File: src/include/ias_pkg.sv
// Shared constants and types for the two-wire acknowledge, status and data block.
// Assumes a single 100 MHz system clock; bus pins arrive unsynchronised.
package ias_pkg;

   // Register map, byte addresses on the local register port
   localparam logic [7:0] OFS_DATA     = 8'hbc;
   localparam logic [7:0] OFS_STATUS   = 8'hbd;
   localparam logic [7:0] OFS_CTRL     = 8'hc0;
   localparam logic [7:0] OFS_OWN      = 8'hc1;
   localparam logic [7:0] OFS_IRQ_STAT = 8'hc2;
   localparam logic [7:0] OFS_IRQ_MASK = 8'hc3;

   // Control register fields
   localparam int CTRL_AA_BIT  = 2;
   localparam int CTRL_EVT_BIT = 3;
   localparam int CTRL_REL_BIT = 4;
   localparam int CTRL_EN_BIT  = 6;

   // Reset values
   localparam logic [7:0] DATA_RST = 8'h00;
   localparam logic [7:0] OWN_RST  = 8'h00;
   localparam logic       PIN_IDLE = 1'b1;

   // Status codes, only bits 7:3 are stored
   localparam int         STAT_LSB_W    = 3;
   localparam logic [7:0] ST_BUS_ERR    = 8'h00;
   localparam logic [7:0] ST_SLA_W      = 8'h60;
   localparam logic [7:0] ST_GC         = 8'h70;
   localparam logic [7:0] ST_RX_ACK     = 8'h80;
   localparam logic [7:0] ST_RX_NACK    = 8'h88;
   localparam logic [7:0] ST_GC_RX_ACK  = 8'h90;
   localparam logic [7:0] ST_GC_RX_NACK = 8'h98;
   localparam logic [7:0] ST_STOP       = 8'ha0;
   localparam logic [7:0] ST_SLA_R      = 8'ha8;
   localparam logic [7:0] ST_TX_ACK     = 8'hb8;
   localparam logic [7:0] ST_TX_NACK    = 8'hc0;
   localparam logic [7:0] ST_TX_LAST    = 8'hc8;
   localparam logic [7:0] ST_IDLE       = 8'hf8;

   // Address matching and byte framing
   localparam logic [6:0] GC_ADDR   = 7'h00;
   localparam logic [3:0] BITS_FULL = 4'h8;

   // Interrupt status and mask fields
   localparam int         IRQ_W       = 3;
   localparam int         IRQ_EVT_BIT = 0;
   localparam int         IRQ_ERR_BIT = 1;
   localparam int         IRQ_STP_BIT = 2;
   localparam logic [2:0] IRQ_RST     = 3'h0;

   typedef enum logic [2:0] {
      S_IDLE,
      S_ADDR,
      S_ADDR_ACK,
      S_RX,
      S_RX_ACK,
      S_TX,
      S_TX_ACK,
      S_IGNORE
   } ias_state_t;

   typedef struct packed {
      logic [7:0] addr;
      logic [7:0] wdata;
      logic       wr;
      logic       rd;
   } ias_reg_req_t;

endpackage

File: src/rtl/ias_pin_sync.sv
// Three-stage synchroniser with edge pulses for one bus pin.
// Assumes the pin is asynchronous to i_clock; level changes once stages 2 and 3 agree.
`timescale 1ns/100ps
module ias_pin_sync (
   // Clock and reset
   input  wire logic i_clock,
   input  wire logic i_resetn,
   // Raw pin
   input  wire logic i_pin,
   // Filtered level and one-cycle edge pulses
   output logic      o_level,
   output logic      o_rise,
   output logic      o_fall
);
   import ias_pkg::*;

   logic s1_ff;
   logic s2_ff;
   logic s3_ff;
   logic level_ff;
   logic rise_ff;
   logic fall_ff;
   wire  agree     = (s2_ff == s3_ff);
   wire  nxt_level = agree ? s3_ff : level_ff;

   always_ff @(posedge i_clock or negedge i_resetn) begin
      if (!i_resetn) begin
         s1_ff    <= PIN_IDLE;
         s2_ff    <= PIN_IDLE;
         s3_ff    <= PIN_IDLE;
         level_ff <= PIN_IDLE;
         rise_ff  <= 1'b0;
         fall_ff  <= 1'b0;
      end else begin
         s1_ff    <= i_pin;
         s2_ff    <= s1_ff;
         s3_ff    <= s2_ff;
         level_ff <= nxt_level;
         rise_ff  <= nxt_level & ~level_ff;
         fall_ff  <= ~nxt_level & level_ff;
      end
   end

   assign o_level = level_ff;
   assign o_rise  = rise_ff;
   assign o_fall  = fall_ff;

endmodule // ias_pin_sync

File: src/rtl/ias_slave_core.sv
// Two-wire slave byte engine: acknowledge control, status codes and data register.
// Assumes open-drain SDA/SCL resolved outside; a register port with one-cycle strobes.
`timescale 1ns/100ps
module ias_slave_core (
   // Clock and reset
   input  wire logic                  i_clock,
   input  wire logic                  i_resetn,
   // Register port
   input  wire ias_pkg::ias_reg_req_t i_reg,
   output logic [7:0]                 o_rdata,
   // Bus pins, output enables active low
   input  wire logic                  i_scl,
   output logic                       o_scl_out,
   output logic                       o_scl_oe_n,
   input  wire logic                  i_sda,
   output logic                       o_sda_out,
   output logic                       o_sda_oe_n,
   // Interrupt
   output logic                       o_irq
);
   import ias_pkg::*;

   function automatic logic [4:0] code5(input logic [7:0] code);
      code5 = code[7:STAT_LSB_W];
   endfunction

   // Synchronised bus
   logic scl_lvl;
   logic scl_rise;
   logic scl_fall;
   logic sda_lvl;
   logic sda_rise;
   logic sda_fall;

   ias_pin_sync u_scl_sync (
      .i_clock  (i_clock),
      .i_resetn (i_resetn),
      .i_pin    (i_scl),
      .o_level  (scl_lvl),
      .o_rise   (scl_rise),
      .o_fall   (scl_fall)
   );

   ias_pin_sync u_sda_sync (
      .i_clock  (i_clock),
      .i_resetn (i_resetn),
      .i_pin    (i_sda),
      .o_level  (sda_lvl),
      .o_rise   (sda_rise),
      .o_fall   (sda_fall)
   );

   // State
   ias_state_t       state_ff;
   ias_state_t       nxt_state;
   logic [3:0]       bits_ff;
   logic [3:0]       nxt_bits;
   logic             gc_ff;
   logic             nxt_gc;
   logic             ack_ff;
   logic             nxt_ack;
   logic [4:0]       code_ff;
   logic [4:0]       nxt_code;
   logic             evt_ff;
   logic             aa_ff;
   logic             en_ff;
   logic             rel_ff;
   logic [7:0]       own_ff;
   logic [7:0]       data_ff;
   logic [7:0]       nxt_data;
   logic [IRQ_W-1:0] irq_stat_ff;
   logic [IRQ_W-1:0] irq_mask_ff;
   logic [IRQ_W-1:0] nxt_irq_stat;
   logic [7:0]       rdata_ff;
   logic             irq_ff;
   logic             sda_oe_n_ff;
   logic             scl_oe_n_ff;
   logic             pin_low_ff;

   // Engine outputs
   logic       ev_set;
   logic [7:0] ev_code;
   logic       shift_en;
   logic       err_ev;
   logic       stop_ev;

   // Register decode
   wire wr_data  = i_reg.wr && (i_reg.addr == OFS_DATA);
   wire wr_ctrl  = i_reg.wr && (i_reg.addr == OFS_CTRL);
   wire wr_own   = i_reg.wr && (i_reg.addr == OFS_OWN);
   wire wr_istat = i_reg.wr && (i_reg.addr == OFS_IRQ_STAT);
   wire wr_imask = i_reg.wr && (i_reg.addr == OFS_IRQ_MASK);

   wire [7:0] status_rd = {code_ff, {STAT_LSB_W{1'b0}}};
   wire [7:0] ctrl_rd   = {1'b0, en_ff, 1'b0, rel_ff, evt_ff, aa_ff, 2'b00};
   wire [7:0] rd_sel    =
      (i_reg.addr == OFS_DATA)     ? data_ff :
      (i_reg.addr == OFS_STATUS)   ? status_rd :
      (i_reg.addr == OFS_CTRL)     ? ctrl_rd :
      (i_reg.addr == OFS_OWN)      ? own_ff :
      (i_reg.addr == OFS_IRQ_STAT) ? {5'h00, irq_stat_ff} :
      (i_reg.addr == OFS_IRQ_MASK) ? {5'h00, irq_mask_ff} : 8'h00;

   // Bus conditions and address match
   wire start_det  = sda_fall & scl_lvl;
   wire stop_det   = sda_rise & scl_lvl;
   wire in_err     = (code_ff == code5(ST_BUS_ERR));
   wire match_own  = (data_ff[7:1] == own_ff[7:1]);
   wire match_gc   = (data_ff[7:1] == GC_ADDR) && own_ff[0] && !data_ff[0];
   wire byte_done  = scl_fall && (bits_ff == BITS_FULL);
   // The first clock of a byte is also the clock of a STOP or repeated START, so it is legal
   wire mid_byte   = ((state_ff == S_RX) || (state_ff == S_TX)) && (bits_ff > 4'h1);
   wire addr_rx    = (state_ff == S_RX) || (state_ff == S_RX_ACK);

   // Leaving bus error drives nothing onto the bus, it resets the code and clears the event flag
   wire err_exit   = rel_ff && in_err;
   wire evt_clr    = wr_ctrl && !i_reg.wdata[CTRL_EVT_BIT];
   wire idle_state = (state_ff == S_IDLE) || (state_ff == S_IGNORE);
   wire to_idle    = evt_clr && idle_state && !in_err;

   // Byte engine
   always_comb begin
      nxt_state = state_ff;
      nxt_bits  = bits_ff;
      nxt_gc    = gc_ff;
      nxt_ack   = ack_ff;
      ev_set    = 1'b0;
      ev_code   = ST_IDLE;
      shift_en  = 1'b0;
      err_ev    = 1'b0;
      stop_ev   = 1'b0;
      if (!en_ff || in_err) begin
         nxt_state = S_IDLE;
         nxt_bits  = 4'h0;
      end else if (start_det || stop_det) begin
         if (mid_byte) begin
            ev_set  = 1'b1;
            ev_code = ST_BUS_ERR;
            err_ev  = 1'b1;
         end else if (addr_rx) begin
            ev_set  = 1'b1;
            ev_code = ST_STOP;
            stop_ev = 1'b1;
         end
         nxt_state = (start_det && !mid_byte) ? S_ADDR : S_IDLE;
         nxt_bits  = 4'h0;
      end else if (!evt_ff) begin
         case (state_ff)
            S_ADDR: begin
               if (scl_rise) begin
                  shift_en = 1'b1;
                  nxt_bits = bits_ff + 4'h1;
               end else if (byte_done) begin
                  nxt_bits = 4'h0;
                  if (aa_ff && (match_own || match_gc)) begin
                     nxt_state = S_ADDR_ACK;
                     nxt_gc    = match_gc && !match_own;
                  end else begin
                     nxt_state = S_IGNORE;
                  end
               end
            end
            S_ADDR_ACK: begin
               if (scl_fall) begin
                  ev_set    = 1'b1;
                  ev_code   = gc_ff ? ST_GC : (data_ff[0] ? ST_SLA_R : ST_SLA_W);
                  nxt_state = data_ff[0] ? S_TX : S_RX;
               end
            end
            S_RX: begin
               if (scl_rise) begin
                  shift_en = 1'b1;
                  nxt_bits = bits_ff + 4'h1;
               end else if (byte_done) begin
                  nxt_bits  = 4'h0;
                  nxt_ack   = aa_ff;
                  nxt_state = S_RX_ACK;
               end
            end
            S_RX_ACK: begin
               if (scl_fall) begin
                  ev_set = 1'b1;
                  if (ack_ff) begin
                     ev_code   = gc_ff ? ST_GC_RX_ACK : ST_RX_ACK;
                     nxt_state = S_RX;
                  end else begin
                     ev_code   = gc_ff ? ST_GC_RX_NACK : ST_RX_NACK;
                     nxt_state = S_IGNORE;
                  end
               end
            end
            S_TX: begin
               if (scl_rise) begin
                  shift_en = 1'b1;
                  nxt_bits = bits_ff + 4'h1;
               end else if (byte_done) begin
                  nxt_bits  = 4'h0;
                  nxt_state = S_TX_ACK;
               end
            end
            S_TX_ACK: begin
               if (scl_rise) begin
                  nxt_ack = !sda_lvl;
               end else if (scl_fall) begin
                  ev_set = 1'b1;
                  if (!ack_ff) begin
                     ev_code   = ST_TX_NACK;
                     nxt_state = S_IGNORE;
                  end else if (aa_ff) begin
                     ev_code   = ST_TX_ACK;
                     nxt_state = S_TX;
                  end else begin
                     // Released SDA from here on lets the master read all ones
                     ev_code   = ST_TX_LAST;
                     nxt_state = S_IGNORE;
                  end
               end
            end
            S_IDLE: begin
               nxt_state = S_IDLE;
            end
            S_IGNORE: begin
               nxt_state = S_IGNORE;
            end
            default: begin
               nxt_state = S_IDLE;
            end
         endcase
      end
   end

   // Status code: only the engine, the error exit and a flag clear while idle move it
   always_comb begin
      nxt_code = code_ff;
      if (ev_set) begin
         nxt_code = code5(ev_code);
      end else if (err_exit || to_idle) begin
         nxt_code = code5(ST_IDLE);
      end
   end

   // Data register: bus bits shift in beside the bits going out
   always_comb begin
      nxt_data = data_ff;
      if (shift_en) begin
         nxt_data = {data_ff[6:0], sda_lvl};
      end else if (wr_data) begin
         nxt_data = i_reg.wdata;
      end
   end

   // While enabled, SDA only changes while SCL is low so no false START or STOP is made
   wire drive_low =
      en_ff && ((state_ff == S_ADDR_ACK) ||
                ((state_ff == S_RX_ACK) && ack_ff) ||
                ((state_ff == S_TX) && !data_ff[7]));
   // Disabling releases SDA at once, even in mid clock
   wire nxt_sda_oe_n = (scl_lvl && en_ff) ? sda_oe_n_ff : !drive_low;

   wire nxt_evt = ev_set || (evt_ff && !evt_clr && !err_exit);

   assign nxt_irq_stat = (irq_stat_ff & ~(wr_istat ? i_reg.wdata[IRQ_W-1:0] : IRQ_RST))
                       | {stop_ev, err_ev, ev_set};

   always_ff @(posedge i_clock or negedge i_resetn) begin
      if (!i_resetn) begin
         state_ff <= S_IDLE;
         bits_ff  <= 4'h0;
         gc_ff    <= 1'b0;
         ack_ff   <= 1'b0;
         code_ff  <= code5(ST_IDLE);
         data_ff  <= DATA_RST;
      end else begin
         state_ff <= nxt_state;
         bits_ff  <= nxt_bits;
         gc_ff    <= nxt_gc;
         ack_ff   <= nxt_ack;
         code_ff  <= nxt_code;
         data_ff  <= evt_ff ? (wr_data ? i_reg.wdata : data_ff) : nxt_data;
      end
   end

   always_ff @(posedge i_clock or negedge i_resetn) begin
      if (!i_resetn) begin
         evt_ff <= 1'b0;
         aa_ff  <= 1'b0;
         en_ff  <= 1'b0;
         rel_ff <= 1'b0;
         own_ff <= OWN_RST;
      end else begin
         evt_ff <= nxt_evt;
         aa_ff  <= wr_ctrl ? i_reg.wdata[CTRL_AA_BIT] : aa_ff;
         en_ff  <= wr_ctrl ? i_reg.wdata[CTRL_EN_BIT] : en_ff;
         rel_ff <= (wr_ctrl && i_reg.wdata[CTRL_REL_BIT]) ||
                   (rel_ff && !err_exit && !stop_det);
         own_ff <= wr_own ? i_reg.wdata : own_ff;
      end
   end

   always_ff @(posedge i_clock or negedge i_resetn) begin
      if (!i_resetn) begin
         irq_stat_ff <= IRQ_RST;
         irq_mask_ff <= IRQ_RST;
         irq_ff      <= 1'b0;
         rdata_ff    <= 8'h00;
      end else begin
         irq_stat_ff <= nxt_irq_stat;
         irq_mask_ff <= wr_imask ? i_reg.wdata[IRQ_W-1:0] : irq_mask_ff;
         irq_ff      <= |(nxt_irq_stat & (wr_imask ? i_reg.wdata[IRQ_W-1:0] : irq_mask_ff));
         rdata_ff    <= i_reg.rd ? rd_sel : 8'h00;
      end
   end

   always_ff @(posedge i_clock or negedge i_resetn) begin
      if (!i_resetn) begin
         sda_oe_n_ff <= 1'b1;
         scl_oe_n_ff <= 1'b1;
         pin_low_ff  <= 1'b0;
      end else begin
         sda_oe_n_ff <= nxt_sda_oe_n;
         scl_oe_n_ff <= !(nxt_evt && en_ff);
         pin_low_ff  <= 1'b0;
      end
   end

   assign o_rdata    = rdata_ff;
   assign o_irq      = irq_ff;
   assign o_sda_out  = pin_low_ff;
   assign o_sda_oe_n = sda_oe_n_ff;
   assign o_scl_out  = pin_low_ff;
   assign o_scl_oe_n = scl_oe_n_ff;

endmodule // ias_slave_core

File: config.mk
export PLATFORM = sky130hd
export DESIGN_NAME = ias_slave_core
export DESIGN_NICKNAME = d
export VERILOG_FILES = /design/src/include/ias_pkg.sv /design/src/rtl/ias_pin_sync.sv /design/src/rtl/ias_slave_core.sv
export SDC_FILE = /design/constraint.sdc
export NUM_CORES = 1
export LEC_CHECK = 0
export BUFFER_PORTS_ARGS = -buffer_cell sky130_fd_sc_hd__buf_2
export CORE_ASPECT_RATIO = 2
export CORE_MARGIN = 2
export CORE_UTILIZATION = 25
export DETAILED_ROUTE_END_ITERATION = 8
export GPL_TIMING_DRIVEN = 0
export SYNTH_ARGS = -nofsm -noshare
export SYNTH_HDL_FRONTEND = slang
export SYNTH_SLANG_ARGS = --single-unit
File: constraint.sdc
create_clock -name i_clock -period 6.4 [get_ports i_clock]
set_clock_uncertainty 0.05 [all_clocks]
set_input_delay 0.32 -clock i_clock [delete_from_list [all_inputs] [get_ports i_clock]]
set_output_delay 0.32 -clock i_clock [all_outputs]
set_load 0.1 [all_outputs]
# Word level (Yosys, flattened, before mapping)

Index checks and enable logic that the tools add are counted.

Bitwise gates (word level): 18
Equal/unequal tests: 31
Reduce and logical (&&, ||, !) cells: 64
Shifts and indexed selects: 0
$lt $le $gt $ge: 1
Div/mod/pow operators: 0
Mux-type cells: 82
$mul: 0
Add/sub/neg operators: 1

Operators with widths:

| cell                                                             | count |
|---|---|
| 8-bit two-way mux                                                | 15 |
| 3-bit two-way mux                                                | 20 |
| 8-bit == test (second input constant)                            | 6 |
| 7-bit two-way mux                                                | 6 |
| 1-bit logical AND                                                | 26 |
| 5-bit two-way mux                                                | 5 |
| 1-bit two-way mux                                                | 24 |
| 4-bit two-way mux                                                | 6 |
| 4-bit != test (second input constant)                            | 6 |
| 3-bit case mux with 8 select lines                               | 1 |
| 8-bit case mux with 3 select lines                               | 1 |
| 7-bit AND reduction                                              | 2 |
| 1-bit zero test                                                  | 13 |
| 3-bit == test (second input constant)                            | 4 |
| 4-bit by 3-bit != test with 1-bit output (second input constant) | 3 |
| 1-bit logical OR                                                 | 11 |
| 11-bit AND reduction                                             | 1 |
| 1-bit NOT                                                        | 8 |
| 7-bit == test                                                    | 1 |
| 7-bit zero test                                                  | 1 |
| 1-bit bitwise AND                                                | 6 |
| 3-bit bitwise AND                                                | 2 |
| 3-bit by 2-bit == test with 1-bit output (second input constant) | 2 |
| 3-bit OR reduction                                               | 2 |
| other kinds (20)                                                 | 25 |

Memories: 0
Output and inout bits: 13
Bits in latches: 0
Logic and storage cells: 226
Flip-flop bits (word level): 63
Input bits: 22
RAM bits: 0
Bits in read-only memories: 0

# Depth between registers and ports, before layout

Depth in word-level cells: 12
Mapped depth: 7
Depth with buffers taken out: 7

# Hierarchy

From an unflattened synthesis, not the netlist that was laid out.

Cells, all modules: 340
Area total of the unflattened synthesis: 3485.8 um2

By module, submodules not included:

| module         | instances | cells an instance | area each (um2) |
|---|---|---|---|
| ias_slave_core | 1         | 322               | 3118.0 |
| ias_pin_sync   | 2         | 9                 | 183.9 |

# Worst setup path before layout

OpenSTA, ideal clock, no wires.

Kind: register to register
Start point: register bits_ff[0]
End point: register irq_ff, in the netlist o_irq
Setup slack: 4.357 ns
Library setup time: 0.126 ns
Stages on the path, launching flop included: 8
Path buffers: 0
Period minus slack after synthesis: 2.043 ns
Arrival: 1.867 ns
Cell sequence: dfrtp_1 inv_1 ha_1 nor2_1 o311a_1 o311ai_2 nand2_1 a221o_1

Cells in the longest elaborated chain, start to end: 8
Elaborated cells between the ends (all ways): 14
Those cells by class: order compare (1); mux (9); bitwise (2); reduce/logical (2)

RTL lines:

| element                                                  | RTL line              | source |
|---|---|---|
| start, declared                                          | ias_slave_core.sv:56  | `logic [3:0] bits_ff;` |
| start signal, assigned                                   | ias_slave_core.sv:275 | `bits_ff <= nxt_bits;` |
| 4-bit by 1-bit greater-than comparator with 1-bit output | ias_slave_core.sv:112 | `wire mid_byte = ((state_ff == S_RX) \|\| (state_ff == S_TX)) && (bits_ff > 4'h1);` |
| 1-bit logical AND                                        | ias_slave_core.sv:112 |  |
| 1-bit two-way mux                                        | ias_slave_core.sv:136 | `if (mid_byte) begin` |
| 1-bit two-way mux                                        | ias_slave_core.sv:135 | `end else if (start_det \|\| stop_det) begin` |
| 1-bit two-way mux                                        | ias_slave_core.sv:132 | `if (!en_ff \|\| in_err) begin` |
| 3-bit bitwise OR                                         | ias_slave_core.sv:263 | `\| {stop_ev, err_ev, ev_set};` |
| net nxt_irq_stat[0]                                      | ias_slave_core.sv:73  | `logic [IRQ_W-1:0] nxt_irq_stat;` |
| 3-bit bitwise AND                                        | ias_slave_core.sv:309 | `irq_ff <= \|(nxt_irq_stat & (wr_imask ? i_reg.wdata[IRQ_W-1:0] : irq_mask_ff));` |
| 3-bit OR reduction                                       | ias_slave_core.sv:309 |  |
| end signal, assigned                                     | ias_slave_core.sv:309 |  |
| end, declared                                            | ias_slave_core.sv:75  | `logic irq_ff;` |

The timed path passes the listed nets, and every way through them passes these cells.
A chain may end at the register's enable or synchronous reset.

# Final worst setup path

Start point: register u_scl_sync.level_ff, in the netlist u_scl_sync.o_level
End point: register irq_ff, in the netlist o_irq

Cells in the longest elaborated chain, start to end: 7
Elaborated cells between the ends (all ways): 12
Those cells by class: mux (6); bitwise (4); reduce/logical (2)

RTL lines:

| element                                     | RTL line                                     | source |
|---|---|---|
| start, declared                             | ias_pin_sync.sv:20                           | `logic level_ff;` |
| start signal, assigned                      | ias_pin_sync.sv:38                           | `level_ff <= nxt_level;` |
| 1-bit bitwise AND, on equally long branches | ias_slave_core.sv:105, ias_slave_core.sv:106 |  |
| 1-bit logical OR (*)                        | ias_slave_core.sv:135                        |  |
| 1-bit two-way mux (*)                       | ias_slave_core.sv:135                        |  |
| 1-bit two-way mux (*)                       | ias_slave_core.sv:132                        |  |
| 3-bit bitwise OR (*)                        | ias_slave_core.sv:263                        |  |
| net nxt_irq_stat[0]                         | ias_slave_core.sv:73                         |  |
| 3-bit bitwise AND (*)                       | ias_slave_core.sv:309                        |  |
| 3-bit OR reduction (*)                      | ias_slave_core.sv:309                        |  |

Mark *: on every way through the listed nets, which the timed path passes. The rest lies on a longest branch.

==> reports/qor.csv <==
stage,metric,value,unit
outcome,outcome,"finished, final reports clean",
synthesis,ys_types,67,
cells_and_area,nets,408,
sta,maxSlewHeadroom,0.358,
cells_and_area,final_common_cell,dfrtp_1,
cells_and_area,multi_input_area,1700,sq um
placement,io_buffer_count,31,
clock_tree,cts_inserted_buffers,9,
worst_setup_path,crit_type,register to register,
clock_tree,clockBufferDepth,2,
worst_setup_path,startpoint_type,register,
routing,final_antenna_net_count,0,
worst_setup_path,cp_max_fo,9,
flow_run,drv_cap,0,
placement,dp_hpwl,7720,um
power_and_ir_drop,powerDensity,262,nW/um^2
worst_setup_path,cp_cell_sequence,clkbuf_1 > o21ai_1 > o311ai_2 > nand2_1 > a221o_1,
power_and_ir_drop,p_seq_frac,0.416,
clock_tree,postCtsHoldBufs,0,
power_and_ir_drop,comb_power_share,0.089,
sta,tightest_slew,0.955,ns
cells_and_area,regArea,1600,sq um
synthesis,postSynthCellCount,340,
synthesis,synth_area,3400,sq um
floorplan,rows,60,
worst_setup_path,crit_path_top_delay_cell,o311ai_2,
synthesis,synth_seq_area_share,0.469,
sta,grt_setup_unrepaired,false,
worst_setup_path,slowest_delay,0.70,ns
synthesis,synth_edf_count,0,
power_and_ir_drop,clockPowerShare,0.495,
synthesis,synth-seq-cells,63,
sta,hold_viol_final,0,
worst_setup_path,crit_buf_inv,1,
synthesis,async_reset_ff_frac,1.00,
sta,fin_crit_sh,0.430,
routing,dr_total_vias,2864,
floorplan,dieArea,14600,sq um
cells_and_area,insertedDiodeCount,0,
placement,routabilityCongestion,0.895,
floorplan,fp.dieW,86.5,um
worst_setup_path,crit_required,6.57,ns
floorplan,start_util,0.255,
clock_tree,htreeDepth,3,
clock_tree,cts-resized-gates,0,
synthesis,yosys_warnings,0,
clock_tree,cts_tree,done,
clock_tree,cts-root-buf,clkbuf_16,
routing,drc_errors,0,
routing,via_per_inst,5.27,
worst_setup_path,cp.arrival,2.92,ns
floorplan,ios,35,
clock_tree,post_cts_buffers,0,
synthesis,synth_area_per_cell,10.0,sq um
power_and_ir_drop,ir_worst_vdd,0.122,mV
routing,initialDrtViolationCount,126,
cells_and_area,final_cell_mix,"dfrtp_1, nand2_1, buf_2",
cells_and_area,fill_cells,1401,
cells_and_area,area_growth,20.0,%
clock_tree,clock_latency,0.34,ns
min_path,hold_class,input pin to async pin,
power_and_ir_drop,leakagePower,1.66,nW
clock_tree,cts_num_sinks,63,
synthesis,ys.flop_type,dfrtp_1,
grt,overflow,0,
power_and_ir_drop,switching_share,0.245,
cells_and_area,drive_gt1_frac,0.258,
routing,first_pass_iters,4,
sta,final_max_slew_viol_count,0,
power_and_ir_drop,p_sw,262,uW
grt,first_global_vias,3046,
grt,grt_max_degree,64,
routing,post_drt_wl_per_cell,18.2,um
sta,setup_viol,0,
sta,period_needed,2.75,ns
sta,setup_tns,0,ns
power_and_ir_drop,power.internal,807,uW
clock_tree,clkSlewWorstSetupHoldPaths,0.05,ns
floorplan,die_y,169,um
grt,antenna_found_initial,0,
routing,drt_wl_total,9860,um
grt,grtUsageTotal,0.145,
worst_setup_path,cp_top_family,compound AO/OA/AOI/OAI gates,
worst_setup_path,cp-end-kind,register,
floorplan,core_area,13400,sq um
sta,fmax,0.364,GHz
sta,whs,0.0245,ns
grt,grt_pass1_wl,16000,um
[state kept, by name, summed over array words and instances (netlist names), 3 cells and up]
name	count
state_ff	3
o_rdata	8
data_ff	8
irq_stat_ff	3
code_ff	5
bits_ff	4
irq_mask_ff	3
own_ff	8
[per-layer routing]
metal | up-vias | share of wire | track usage
met1 | 1430 | 0.32 | 0.126
met5 | - | 0 | 0
met4 | 0 | 0.060 | 0.0992
met3 | 33 | 0.027 | 0.0258
li1 | 1330 | - | -
met2 | 71 | 0.60 | 0.283
[synthesized netlist by cell type, types with 8 or more instances]
master / instances / area, sq um
mux2_2: 19 / 214
a21oi_1: 19 / 95.1
inv_1: 11 / 41.3
o21ai_0: 19 / 95.1
nand3_1: 12 / 60.1
nor2_1: 22 / 82.6
dfrtp_1: 48 / 1200
clkbuf_1: 10 / 37.5
xor2_1: 8 / 70.1
nand2_1: 38 / 143
a22oi_1: 8 / 60.1
dfstp_2: 15 / 394
[area by class of cell]
cell class	instances	share of cell area
clock inverters	5	0.0199
repair buffers	31	0.0386
multi-input cells	251	0.416
plain buffers	16	0.0178
inverters	11	0.0101
well taps	155	0.0475
clock buffers	11	0.0595
flip-flops and latches	63	0.391
[logic make-up after synthesis]
| logic type | count (synthesis) | share of synthesized area |
|---|---|---|
| AOI/OAI and AO/OA | 94 | 0.188 |
| adders and majority gates | 3 | 0.0110 |
| other | 1 | 0.00110 |
| DFF | 63 | 0.469 |
| muxes | 27 | 0.0901 |
| buffers and inverters | 27 | 0.0335 |
| xor gates and xnor gates | 9 | 0.0232 |
| and+or+nand+nor | 116 | 0.185 |
[worst paths after layout]
path / end / startpoint / cells past startpoint / slack (ns)
max: o_irq / u_scl_sync.o_level / 5 / 3.65
min: o_irq / i_resetn / 1 / 0.02
max reg2reg: o_irq / u_scl_sync.o_level / 5 / 3.65
min reg2reg: u_sda_sync.s2_ff / u_sda_sync.s1_ff / 0 / 0.30
max in group asynchronous: en_ff / i_resetn / 1 / 5.74
min in group i_clock: u_scl_sync.s1_ff / i_scl / 1 / 0.04
[stage by stage]
step	worst slack (ns)	util	std cells	area, sq um	power (mW)
CTS	3.69	0.305	543	4080	1.08
detailed placement	3.70	0.281	527	3760	0.547
floorplan	4.36	-	341	3410	0.506
global placement	3.72	0.281	527	3760	0.544
global route	3.44	0.306	543	4080	1.11
finish	3.65	0.306	543	4080	1.07
[power groups by stage]
stage               Sequential (mW)  Clock [mW]  Combinational (mW)
finish                        0.445       0.529              0.0954
global route                  0.447       0.553               0.105
CTS                           0.444       0.537              0.0960
detailed placement            0.451           0              0.0955
global placement              0.450           0              0.0939
floorplan                     0.455           0              0.0511
Note: power is estimated with default switching activity, not from simulation.
